## src/hdl/acpc_pkg.sv

```systemverilog
// Purpose: constants for the converter configuration and analog pin control block
// Assumes: classic wishbone, 32-bit data, registers in the low byte lane
// Notes: one aligned word per register
// Notes on behaviour
// - bit 7 picks low power over speed
// - bits 6:5 divide source by 1,2,4,8
// - bit 4 picks long sample period
// - bits 3:2 pick 8 or 10 bit
// - bits 1:0 pick converter clock source
// - low pin register covers channels 0-7
// - mid pin register covers channels 8-15
// - set bit removes port control from pin
// - selected pin: driver off, reads zero, no pullup
// - async clock keeps running in wait, stop3
package acpc_pkg;
    localparam int          ADDR_W        = 4;
    localparam int          DATA_W        = 32;
    localparam int          REG_W         = 8;
    localparam int          CHANNELS      = 16;
    localparam logic [3:0]  OFF_CONFIG    = 4'h0;
    localparam logic [3:0]  OFF_PIN_LOW   = 4'h4;
    localparam logic [3:0]  OFF_PIN_MID   = 4'h8;
    localparam logic [7:0]  RESET_CONFIG  = 8'h00;
    localparam logic [7:0]  RESET_PIN     = 8'h00;
    localparam int          BIT_LOW_POWER = 7;
    localparam int          DIV_HI        = 6;
    localparam int          DIV_LO        = 5;
    localparam int          BIT_LONG_SMP  = 4;
    localparam int          MODE_HI       = 3;
    localparam int          MODE_LO       = 2;
    localparam int          SRC_HI        = 1;
    localparam int          SRC_LO        = 0;
    localparam logic [1:0]  MODE_8BIT     = 2'h0;
    localparam logic [1:0]  MODE_10BIT    = 2'h2;
    localparam logic [1:0]  SRC_BUS       = 2'h0;
    localparam logic [1:0]  SRC_BUS_HALF  = 2'h1;
    localparam logic [1:0]  SRC_ALT       = 2'h2;
    localparam logic [1:0]  SRC_ASYNC     = 2'h3;
    localparam logic [1:0]  DIV_1         = 2'h0;
    localparam logic [1:0]  DIV_8         = 2'h3;
endpackage

```

## src/hdl/acpc_clk_if.sv

```systemverilog
// Purpose: divider and source fields out, converter clock tick back
// Assumes: both ends run on the bus clock
// Notes: fields come straight from the configuration register
`timescale 1ns/1ns
`default_nettype none
interface acpc_clk_if;
    logic [1:0] clock_divide_field;
    logic [1:0] clock_source_field;
    logic       converter_clock_tick;
    modport ctrl (output clock_divide_field, output clock_source_field, input converter_clock_tick);
    modport gen  (input clock_divide_field, input clock_source_field, output converter_clock_tick);
endinterface
`default_nettype wire

```

## src/hdl/acpc_clkgen.sv

```systemverilog
// Purpose: converter clock as a tick stream in the bus clock domain
// Assumes: alternate and internal async clock inputs are synchronous levels
// Notes: ticks mark converter clock rising edges
`timescale 1ns/1ns
`default_nettype none
module acpc_clkgen
(
    input  wire logic   clk,
    input  wire logic   rst,
    input  wire logic   ce,
    input  wire logic   wait_mode,
    input  wire logic   stop3_mode,
    input  wire logic   alternate_clock,
    input  wire logic   internal_async_clock,
    acpc_clk_if.gen     cif
);
    logic       half_phase;
    logic       alt_prev;
    logic       async_prev;
    logic [2:0] div_cnt;
    logic       tick;

    wire logic       src_async = (cif.clock_source_field == acpc_pkg::SRC_ASYNC);
    // only the internal clock survives low-power modes
    wire logic       run       = ce && (!(wait_mode || stop3_mode) || src_async);
    wire logic       alt_rise  = alternate_clock && !alt_prev;
    wire logic       async_rise = internal_async_clock && !async_prev;
    wire logic [2:0] div_limit = 3'((4'h1 << cif.clock_divide_field) - 4'h1);
    logic            src_tick;

    always_comb
    begin
        case (cif.clock_source_field)
            acpc_pkg::SRC_BUS:      src_tick = 1'b1;
            acpc_pkg::SRC_BUS_HALF: src_tick = half_phase;
            acpc_pkg::SRC_ALT:      src_tick = alt_rise;
            acpc_pkg::SRC_ASYNC:    src_tick = async_rise;
            default:                src_tick = 1'b0;
        endcase
    end

    wire logic div_hit = src_tick && (div_cnt >= div_limit);

    always_ff @(posedge clk or posedge rst)
    begin
        if (rst)
        begin
            half_phase <= 1'b0;
            alt_prev   <= 1'b0;
            async_prev <= 1'b0;
            div_cnt    <= 3'h0;
            tick       <= 1'b0;
        end
        else if (run)
        begin
            half_phase <= !half_phase;
            alt_prev   <= alternate_clock;
            async_prev <= internal_async_clock;
            div_cnt    <= div_hit ? 3'h0 : (src_tick ? 3'(div_cnt + 3'h1) : div_cnt);
            tick       <= div_hit;
        end
        else
        begin
            tick <= 1'b0;
        end
    end

    assign cif.converter_clock_tick = tick;

    AST_DIV1_BUS: assert property (@(posedge clk) disable iff (rst)
        run && cif.clock_source_field == acpc_pkg::SRC_BUS && cif.clock_divide_field == acpc_pkg::DIV_1 |=> tick)
        else $error("bus source undivided missed a tick");
    AST_DIV_GAP: assert property (@(posedge clk) disable iff (rst)
        tick && cif.clock_divide_field != acpc_pkg::DIV_1 |=> !tick)
        else $error("divided clock ticked twice in a row");
    AST_GATED_LOWPOW: assert property (@(posedge clk) disable iff (rst)
        (wait_mode || stop3_mode) && !src_async |=> !tick)
        else $error("non-async source ticked in low-power mode");
    AST_ASYNC_STOP: assert property (@(posedge clk) disable iff (rst)
        ce && stop3_mode && src_async && async_rise && cif.clock_divide_field == acpc_pkg::DIV_1 |=> tick)
        else $error("async clock stopped in stop3");
endmodule
`default_nettype wire

```

## src/hdl/acpc_top.sv

```systemverilog
// Purpose: configuration and analog pin control registers on classic wishbone
// Assumes: port logic and pads are synchronous to clk
// Notes: registers sit in byte lane 0, upper bits read zero
`timescale 1ns/1ns
`default_nettype none
module acpc_top
#(
    parameter int CHANNELS = acpc_pkg::CHANNELS
)
(
    input  wire logic                        clk,
    input  wire logic                        rst,
    input  wire logic                        ce,
    input  wire logic                        wb_cyc_i,
    input  wire logic                        wb_stb_i,
    input  wire logic                        wb_we_i,
    input  wire logic [acpc_pkg::ADDR_W-1:0] wb_adr_i,
    input  wire logic [3:0]                  wb_sel_i,
    input  wire logic [acpc_pkg::DATA_W-1:0] wb_dat_i,
    output logic [acpc_pkg::DATA_W-1:0]      wb_dat_o,
    output logic                             wb_ack_o,
    input  wire logic                        wait_mode,
    input  wire logic                        stop3_mode,
    input  wire logic                        alternate_clock,
    input  wire logic                        internal_async_clock,
    output logic                             low_power_select,
    output logic                             long_sample_select,
    output logic                             ten_bit_mode,
    output logic [1:0]                       clock_source_field,
    output logic [1:0]                       clock_divide_field,
    output logic                             converter_clock_tick,
    output logic [CHANNELS-1:0]              analog_select,
    input  wire logic [CHANNELS-1:0]         port_out,
    input  wire logic [CHANNELS-1:0]         port_oe,
    input  wire logic [CHANNELS-1:0]         port_pullup,
    output logic [CHANNELS-1:0]              port_in,
    input  wire logic [CHANNELS-1:0]         pad_in,
    output logic [CHANNELS-1:0]              pad_out,
    output logic [CHANNELS-1:0]              pad_oe,
    output logic [CHANNELS-1:0]              pad_pullup
);
    logic [7:0]                  converter_configuration;
    logic [7:0]                  analog_pin_select_low;
    logic [7:0]                  analog_pin_select_mid;
    logic                        ack;
    logic [acpc_pkg::DATA_W-1:0] rdata_q;

    acpc_clk_if cif ();

    wire logic req       = wb_cyc_i && wb_stb_i;
    wire logic hit_cfg   = (wb_adr_i == acpc_pkg::OFF_CONFIG);
    wire logic hit_low   = (wb_adr_i == acpc_pkg::OFF_PIN_LOW);
    wire logic hit_mid   = (wb_adr_i == acpc_pkg::OFF_PIN_MID);
    // write lands on the ack edge, when the master sees the answer
    wire logic wr_byte   = ce && req && ack && wb_we_i && wb_sel_i[0];
    wire logic wr_cfg    = wr_byte && hit_cfg;
    wire logic wr_low    = wr_byte && hit_low;
    wire logic wr_mid    = wr_byte && hit_mid;
    // unmapped reads answer zero, unmapped writes are dropped
    wire logic [7:0] rd_byte = hit_cfg ? converter_configuration :
                               hit_low ? analog_pin_select_low :
                               hit_mid ? analog_pin_select_mid : 8'h00;

    always_ff @(posedge clk or posedge rst)
    begin
        if (rst)
        begin
            ack     <= 1'b0;
            rdata_q <= 32'h0000_0000;
        end
        else if (ce)
        begin
            ack <= req && !ack;
            if (req && !ack)
            begin
                rdata_q <= {24'h00_0000, rd_byte};
            end
        end
    end

    always_ff @(posedge clk or posedge rst)
    begin
        if (rst)
        begin
            converter_configuration <= acpc_pkg::RESET_CONFIG;
            analog_pin_select_low   <= acpc_pkg::RESET_PIN;
            analog_pin_select_mid   <= acpc_pkg::RESET_PIN;
        end
        else
        begin
            if (wr_cfg)
            begin
                converter_configuration <= wb_dat_i[7:0];
            end
            if (wr_low)
            begin
                analog_pin_select_low <= wb_dat_i[7:0];
            end
            if (wr_mid)
            begin
                analog_pin_select_mid <= wb_dat_i[7:0];
            end
        end
    end

    assign wb_ack_o = ack;
    assign wb_dat_o = rdata_q;

    assign low_power_select   = converter_configuration[acpc_pkg::BIT_LOW_POWER];
    assign clock_divide_field = converter_configuration[acpc_pkg::DIV_HI:acpc_pkg::DIV_LO];
    assign long_sample_select = converter_configuration[acpc_pkg::BIT_LONG_SMP];
    // reserved mode codes fall back to 8-bit
    assign ten_bit_mode       = converter_configuration[acpc_pkg::MODE_HI:acpc_pkg::MODE_LO]
                                == acpc_pkg::MODE_10BIT;
    assign clock_source_field = converter_configuration[acpc_pkg::SRC_HI:acpc_pkg::SRC_LO];

    assign cif.clock_divide_field = clock_divide_field;
    assign cif.clock_source_field = clock_source_field;
    assign converter_clock_tick   = cif.converter_clock_tick;

    acpc_clkgen u_clkgen
    (
        .clk                  (clk),
        .rst                  (rst),
        .ce                   (ce),
        .wait_mode            (wait_mode),
        .stop3_mode           (stop3_mode),
        .alternate_clock      (alternate_clock),
        .internal_async_clock (internal_async_clock),
        .cif                  (cif)
    );

    // channels above 15 have no select register and stay under port control
    wire logic [15:0] sel_bits = {analog_pin_select_mid, analog_pin_select_low};

    genvar ch;
    generate
        for (ch = 0; ch < CHANNELS; ch = ch + 1)
        begin : g_pin
            wire logic sel = (ch < 16) ? sel_bits[ch % 16] : 1'b0;
            assign analog_select[ch] = sel;
            assign pad_out[ch]       = sel ? 1'b0 : port_out[ch];
            assign pad_oe[ch]        = sel ? 1'b0 : port_oe[ch];
            assign port_in[ch]       = sel ? 1'b0 : pad_in[ch];
            assign pad_pullup[ch]    = sel ? 1'b0 : port_pullup[ch];

            AST_PIN_FORCED: assert property (@(posedge clk) disable iff (rst)
                sel |-> !pad_oe[ch] && !port_in[ch] && !pad_pullup[ch])
                else $error("analog pin not isolated from port");
            AST_PIN_PASS: assert property (@(posedge clk) disable iff (rst)
                !sel |-> pad_oe[ch] == port_oe[ch] && port_in[ch] == pad_in[ch])
                else $error("port control lost on digital pin");
            AST_PAD_OUT_OFF: assert property (@(posedge clk) disable iff (rst)
                sel |-> !pad_out[ch])
                else $error("analog pin still driving port data");
            AST_PULL_PASS: assert property (@(posedge clk) disable iff (rst)
                !sel |-> pad_pullup[ch] == port_pullup[ch] && pad_out[ch] == port_out[ch])
                else $error("port pullup or data lost on digital pin");
        end
    endgenerate

    AST_ACK_ANSWER: assert property (@(posedge clk) disable iff (rst)
        ce && req && !ack |=> ack ##1 !ack)
        else $error("bus answer not one cycle after request");
    AST_CFG_WRITE: assert property (@(posedge clk) disable iff (rst)
        wr_cfg |=> converter_configuration == $past(wb_dat_i[7:0]))
        else $error("configuration write not stored");
    AST_MID_MAP: assert property (@(posedge clk) disable iff (rst)
        wr_mid |=> analog_select[15] == $past(wb_dat_i[7]) && analog_select[8] == $past(wb_dat_i[0]))
        else $error("mid pin register mapped wrong");
    AST_LOW_MAP: assert property (@(posedge clk) disable iff (rst)
        wr_low |=> analog_select[7:0] == $past(wb_dat_i[7:0]))
        else $error("low pin register mapped wrong");
    AST_READBACK: assert property (@(posedge clk) disable iff (rst)
        ce && req && !ack && !wb_we_i && hit_mid |=> wb_dat_o == {24'h00_0000, analog_pin_select_mid})
        else $error("mid pin register read back wrong");
    AST_RESET_ZERO: assert property (@(posedge clk)
        $past(rst) && !rst |-> converter_configuration == 8'h00 && sel_bits == 16'h0000)
        else $error("registers not zero after reset");
    AST_MODE_10: assert property (@(posedge clk) disable iff (rst)
        wr_cfg && wb_dat_i[3:2] == 2'h2 |=> ten_bit_mode ##1 (ten_bit_mode || $past(wr_cfg)))
        else $error("10-bit code did not select 10-bit mode");
    AST_LOW_POWER: assert property (@(posedge clk) disable iff (rst)
        wr_cfg |=> low_power_select == $past(wb_dat_i[7]))
        else $error("low power select not following write");

    // a low enable holds the bus side and silences the tick
    AST_CE_FREEZE: assert property (@(posedge clk) disable iff (rst)
        !ce |=> ack == $past(ack) && wb_dat_o == $past(wb_dat_o) && $stable(converter_configuration)
                && !converter_clock_tick)
        else $error("state moved while clock enable was low");
    AST_ACK_IDLE: assert property (@(posedge clk) disable iff (rst)
        ce && !req |=> !ack)
        else $error("answer given with no request");
    AST_LANE_OFF: assert property (@(posedge clk) disable iff (rst)
        req && ack && wb_we_i && !wb_sel_i[0] |=> $stable(converter_configuration) && $stable(sel_bits))
        else $error("write with low lane off changed a register");
    AST_UNMAPPED_DROP: assert property (@(posedge clk) disable iff (rst)
        req && ack && wb_we_i && !(hit_cfg || hit_low || hit_mid)
        |=> $stable(converter_configuration) && $stable(sel_bits))
        else $error("unmapped write changed a register");
    AST_UNMAPPED_READ: assert property (@(posedge clk) disable iff (rst)
        ce && req && !ack && !wb_we_i && !(hit_cfg || hit_low || hit_mid) |=> wb_dat_o == 32'h0000_0000)
        else $error("unmapped read not zero");
    AST_CFG_READ: assert property (@(posedge clk) disable iff (rst)
        ce && req && !ack && !wb_we_i && hit_cfg |=> wb_dat_o == {24'h00_0000, converter_configuration})
        else $error("configuration read back wrong");
    AST_LOW_READ: assert property (@(posedge clk) disable iff (rst)
        ce && req && !ack && !wb_we_i && hit_low |=> wb_dat_o == {24'h00_0000, analog_pin_select_low})
        else $error("low pin register read back wrong");
    AST_LONG_SAMPLE: assert property (@(posedge clk) disable iff (rst)
        wr_cfg |=> long_sample_select == $past(wb_dat_i[acpc_pkg::BIT_LONG_SMP]))
        else $error("long sample select not following write");
    AST_SRC_FIELD: assert property (@(posedge clk) disable iff (rst)
        wr_cfg |=> clock_source_field == $past(wb_dat_i[acpc_pkg::SRC_HI:acpc_pkg::SRC_LO]))
        else $error("clock source field not following write");
    AST_DIV_FIELD: assert property (@(posedge clk) disable iff (rst)
        wr_cfg |=> clock_divide_field == $past(wb_dat_i[acpc_pkg::DIV_HI:acpc_pkg::DIV_LO]))
        else $error("clock divide field not following write");
    AST_MODE_8: assert property (@(posedge clk) disable iff (rst)
        wr_cfg && wb_dat_i[acpc_pkg::MODE_HI:acpc_pkg::MODE_LO] != acpc_pkg::MODE_10BIT |=> !ten_bit_mode)
        else $error("non 10-bit code selected 10-bit mode");
endmodule
`default_nettype wire

```

## config.mk

```make
export PLATFORM = sky130hd
export DESIGN_NAME = acpc_top
export DESIGN_NICKNAME = d
export VERILOG_FILES = /design/src/hdl/acpc_pkg.sv /design/src/hdl/acpc_clk_if.sv /design/src/hdl/acpc_clkgen.sv /design/src/hdl/acpc_top.sv
export SDC_FILE = /design/constraint.sdc
export NUM_CORES = 1
export LEC_CHECK = 0
export ABC_AREA = 1
export BUFFER_PORTS_ARGS = -buffer_cell sky130_fd_sc_hd__buf_2
export CORE_MARGIN = 5
export CORE_UTILIZATION = 35
export DETAILED_ROUTE_END_ITERATION = 6
export PLACE_DENSITY = 0.77
export SLEW_MARGIN = 15
export SYNTH_ARGS = -nofsm -noshare
export SYNTH_HDL_FRONTEND = slang
export SYNTH_SLANG_ARGS = --single-unit
```

## constraint.sdc

```tcl
create_clock -name clk -period 1.5 [get_ports clk]
set_clock_uncertainty 0.15 [all_clocks]
set_input_delay 0.45 -clock clk [delete_from_list [all_inputs] [get_ports clk]]
set_output_delay 0.45 -clock clk [all_outputs]
set_load 0.01 [all_outputs]
```

* After elaboration in Yosys (flattened, before gate mapping)
Index checks and enable logic that the tools add are counted. Widths: inputs -> output; s select.
Operators by class: reductions and logical operators 25, shift-type cells 1, eq/ne operators 6, magnitude comparators 1, mux-type cells 71, add/sub/neg operators 2
Operators with widths (count):
- $mux 1 | 65
- $mux 8 | 3
- $logic_and 1x1->1 | 13
- $eq 2x2->1 const B | 3
- $mux 3 | 2
- $logic_not 1->1 | 5
- $eq 4x3->1 const B | 1
- $eq 4x4->1 const B | 1
- $logic_not 4->1 | 1
- $pmux 1 s4 | 1
- $reduce_and 2->1 | 2
- $add 3x1->3 const B | 1
- $ge 3x3->1 | 1
- $shl 1x2->3 const A | 1
- $sub 3x1->3 const B | 1
- $eq 2x1->1 const B | 1
- $logic_not 2->1 | 1
- $logic_or 1x1->1 | 2
- $reduce_bool 2->1 | 1
Storage, ports and cells: input port bits 114, bits in registers 40, output and inout bits 121, word-level logic and storage cells 116

* Logic depth before layout (Yosys ltp)
word-level depth 6, gate-level depth with buffers 8, mapped depth without buffers 8

* Hierarchy
Synthesis repeated with hierarchy kept, for this count alone.
Second synthesis, totals: cells, all modules 443, area total of the unflattened synthesis 2912.8 um^2
By module, submodules not included:
- acpc_top | area an instance 2422.3 um^2, sequential area each 825.8 um^2, times used 1, cells each 385
- acpc_clkgen | area an instance 490.5 um^2, sequential area each 175.2 um^2, times used 1, cells each 58

* Worst setup path before layout
Ideal clock, no wire load.
kind reg-to-reg, start point register converter_configuration[6], end point register u_clkgen.div_cnt[1], cell stages (with the launch flop) 8, path buffers 0, data required time 1267 ps, path slack -10 ps, library setup time 83 ps, arrival time 1277 ps, period minus slack after synthesis 1510 ps, path through dfrtp_1 -> inv_1 -> nand2_1 -> ha_1 -> and3_1 -> nor2_1 -> nand2_1 -> o21ai_0
Between the ends: word-level cells in the longest chain between the ends 6, elaborated cells on any way between the ends 7, classes of those cells add/sub (1); order compare (1); shift (1); mux (1); reduce/logical (3)
RTL lines:
- start: declaration | line acpc_top.sv:42 | logic [7:0] converter_configuration;
- start signal: assignment | line acpc_top.sv:85 | converter_configuration <= acpc_pkg::RESET_CONFIG;
- start signal: assignment | line acpc_top.sv:93 | converter_configuration <= wb_dat_i[7:0];
- $shl 1x2->3 * | line acpc_clkgen.sv:28 | wire logic [2:0] div_limit = 3'((4'h1 << cif.clock_divide_field) - 4'h1);
- $sub 3x1->3 * | line acpc_clkgen.sv:28
- $ge 3x3->1 * | line acpc_clkgen.sv:42 | wire logic div_hit = src_tick && (div_cnt >= div_limit);
- $logic_and 1x1->1 * | line acpc_clkgen.sv:42
- $reduce_bool 2->1 (no source line)
- $reduce_and 2->1 (no source line)
- end signal: assignment | line acpc_clkgen.sv:59 | div_cnt <= div_hit ? 3'h0 : (src_tick ? 3'(div_cnt + 3'h1) : div_cnt);
- end: declaration | line acpc_clkgen.sv:20 | logic [2:0] div_cnt;
Every way passes the cells marked *; elsewhere a longest branch is shown, timed or not. A chain may end at the register's enable or synchronous reset.

* Worst setup path in the final report
start point register analog_pin_select_mid[5], end point output port pad_out[13]
Between the ends: word-level cells in the longest chain between the ends 1
RTL lines:
- start: declaration | line acpc_top.sv:44 | logic [7:0] analog_pin_select_mid;
- start signal: assignment | line acpc_top.sv:87 | analog_pin_select_mid <= acpc_pkg::RESET_PIN;
- start signal: assignment | line acpc_top.sv:101 | analog_pin_select_mid <= wb_dat_i[7:0];
- $mux 1 | line acpc_top.sv:142 | assign pad_out[ch] = sel ? 1'b0 : port_out[ch];
- end: declaration | line acpc_top.sv:38 | output logic [CHANNELS-1:0] pad_out,
No other way between the ends.

==> results by group <==
Run status
  • Status: finished with violations
  • Failing checks: negative setup slack

CTS
  • CTS tree: yes
  • CTS clk-pin slew, worst paths: 0.08 ns
  • Clk_lat worst skew: ~0.29 ns
  • # clock sinks: 40
  • Clock buffer depth: 2
  • CTS Root Buffer Type: clkbuf_8
  • Num CTS Buffers: 5
  • H-Tree Level Count: 2
  • Hold buffer count at cts: 0

STA
  • # setup viols final: 78
  • Final worst slack: -0.119 ns
  • RSZ-0062 raised after global routing: yes
  • F_max: slightly above 600 MHz
  • Fin crit share: 108%
  • Slew Viols, Final: 0
  • Final min period: 1.62 ns
  • Endpoints failing hold: 0

Critical path
  • Critical Path AT: 1.02 ns
  • Critical Path Fanout Max: 5
  • CP Capture Type: output port
  • Crit Path Class: reg -> out
  • CP Data Required Time: around 0.9 ns
  • Worst Setup Start Kind: flop

Routing
  • DRT antenna net count: 0
  • Post-DR wirelength/cell: 12.1 um
  • Routed WL: 8.81 mm
  • DRC: 0
  • Detailed router's first-iteration violation count: 104
  • Drt first pass iters: 4
  • Avg Vias per Cell: approximately 4.2
  • Vias post-DR: between 3000 and 4000

Synthesis
  • Distinct cells, synth: 28
  • Post-synth top area cell: dfrtp_1
  • Seq cells post-synth: 40
  • Ranking of synthesized cells by area: dfrtp_1 36%, inv_1 14%, nand2_1 11%
  • Syn Std Cell Area: 2810 um2
  • Yosys warns: 0
  • Sequential-to-total area share from yosys stat: 35.6%
  • Mapped Cells: 400
  • Syn_area_per_cell: 7.03 um2
  • Yosys top cell area share: between 30% and 40%

Cells and area
  • Post-route cell area: 4460 um2
  • Post-route insts no fill: a little over 700
  • Filler cells: 709
  • Share of layout cells above drive strength 1: approximately 52%
  • Synthesis-to-layout area growth: 58.8%
  • # nets final: roughly 740
  • Antenna diodes: 0
  • Final core utilization: 57.4%

GRT
  • Vias in the first global route: between 3000 and 4000
  • All-Layer GR Usage: between 15 and 20%
  • Pin count of the biggest net entering global routing: a little over 40
  • First-pass GRT wire length: 13.7 mm
  • Antenna violations before repair: 0
  • Overflow after GRT: 0

Die
  • Starting Density: 36.2%
  • Top Ports: 235
  • Row Count: 32
  • Die H: ~100 um
  • Core ar.: between 7000 and 8000 um2
  • Die width: 99.6 um
  • Die area: approximately 10000 um2

Placed design
  • Port buffer count: 183
  • RePlAce Congestion: 0.766
  • Cells after DPL: 695
  • Placed Area: 3900 um2
  • DP Wirelength: between 6 and 7 mm

Power
  • Leak: 2.71 nW
  • VDD IR-drop max: 0.446 mV
  • Power Density: 619 nW/um2
  • Tot Pwr: 0.00276 W

Worst hold path
  • Hold crit path type: in -> async

Job
  • Max-cap viol count: 0
[sequential cells by signal (all words and copies together), names as in the netlist]
register                           cells
analog_pin_select_low                  8
analog_pin_select_mid                  8
converter_configuration                8
u_clkgen.alt_prev                      1
u_clkgen.async_prev                    1
u_clkgen.cif.converter_clock_tick      1
u_clkgen.div_cnt                       3
u_clkgen.half_phase                    1
wb_ack_o                               1
wb_dat_o                               8
[critical path, cell delays in order, from the launching register on]
cell	delay [ns]
dfrtp_2	0.46
nor2_2	0.12
buf_2	0.15
[stage by stage]
step	hold WS (ns)	TNS [ns]	setup slack, ns
2_1_floorplan	0.279	0	0.0211
3_3_place_gp	0.305	-2.42	-0.0986
3_5_place_dp	0.312	-2.98	-0.138
5_1_grt	0.0586	-10.07	-0.173
4_1_cts	0.0464	-6.37	-0.152
6_report	0.0388	-5.85	-0.119
[layer usage]
layer  wire [um]  track usage (%)
met1        3320             18.6
met4         117             4.52
met5           0                0
met2        4600             31.2
met3         771             4.63
[what timing repair did]
item                       in CTS  in global routing
cloned                          0                  1
resized for setup              39                 38
setup endpoints to repair      88                 97
buffers inserted               17                  5
pin swaps                      66                  6
[cell usage in the layout, fill, tap and decap left out, types with 2 or more instances in the layout]
master    synthesis  final
nor2_8            2      2
nand3_4           1      2
o21ai_2          24     25
nand3_2           2      2
ha_1              4      3
inv_1           104    100
buf_12            0      5
dfrtp_1          40     24
o21ai_0          19     18
clkbuf_8          0      7
nor2_1           68     42
nand2_1          85     83
buf_6             2     24
inv_4             2      2
nor2_4            1      3
buf_2             0    164
dfrtp_2           0     16
nand4_1           2      2
buf_4            28     30
nand2_2           2      4
conb_1            1     24
nor2_2            1     25
inv_2             1      4
nand2_4           2      2
xor2_1            2      2
[cells in the mapped netlist, drive strengths merged]
cell	instances
buf	31
xor2	2
dfrtp	40
and3	1
ha	4
nand3b	1
nand2	89
conb	1
nand4	3
nor2	72
nand3	4
o21ai	43
inv	107
a21oi	2
[worst paths after layout]
kind	start	to	slack, ns	cells past startpoint
worst max-delay path	analog_pin_select_mid[5]$_DFFE_PP0P_	pad_out[13]	-0.12	2
min in group clk	alternate_clock	u_clkgen.alt_prev$_DFFE_PP0P_	0.23	3
worst max register to register	converter_configuration[6]$_DFFE_PP0P_	u_clkgen.cif.converter_clock_tick$_DFF_PP0_	-0.05	7
worst min-delay path	rst	converter_configuration[1]$_DFFE_PP0P_	0.04	3
max in group asynchronous	rst	analog_pin_select_mid[4]$_DFFE_PP0P_	0.94	3
worst min register to register	u_clkgen.half_phase$_DFFE_PP0P_	u_clkgen.half_phase$_DFFE_PP0P_	0.33	1
[layout make-up]
type	instances	area [um2]	area share (%)
multi-input combinational	246	1360	30.5
clock inverter	1	30.0	0.673
sequential	40	1020	22.9
clock buffer	7	96.3	2.16
tap	102	128	2.86
inverter	107	410	9.20
timing repair buffer	223	1420	31.7
[report_power, final]
part / switching [W] / internal (W) / leakage, nW
clock network: 0.000375 / 0.000587 / 0.0645
logic: 0.000346 / 0.000293 / 2.12
registers: 0.0000369 / 0.00112 / 0.523
[logic make-up (layout without fill, tap and decap cells)]
logic type               count (synthesis)  in the layout  share of synthesized area, %
AND/OR/NAND/NOR                        170            171                          26.9
buffers and inverters                  138            338                          23.3
AO/OA/AOI/OAI                           45             45                          11.6
flip-flops                              40             40                          35.6
adder cells (fa/ha/maj)                  4              4                          1.78
XOR/XNOR                                 2              2                         0.623
other                                    1             24                         0.133
No activity file was read; power rests on OpenSTA's default activity.
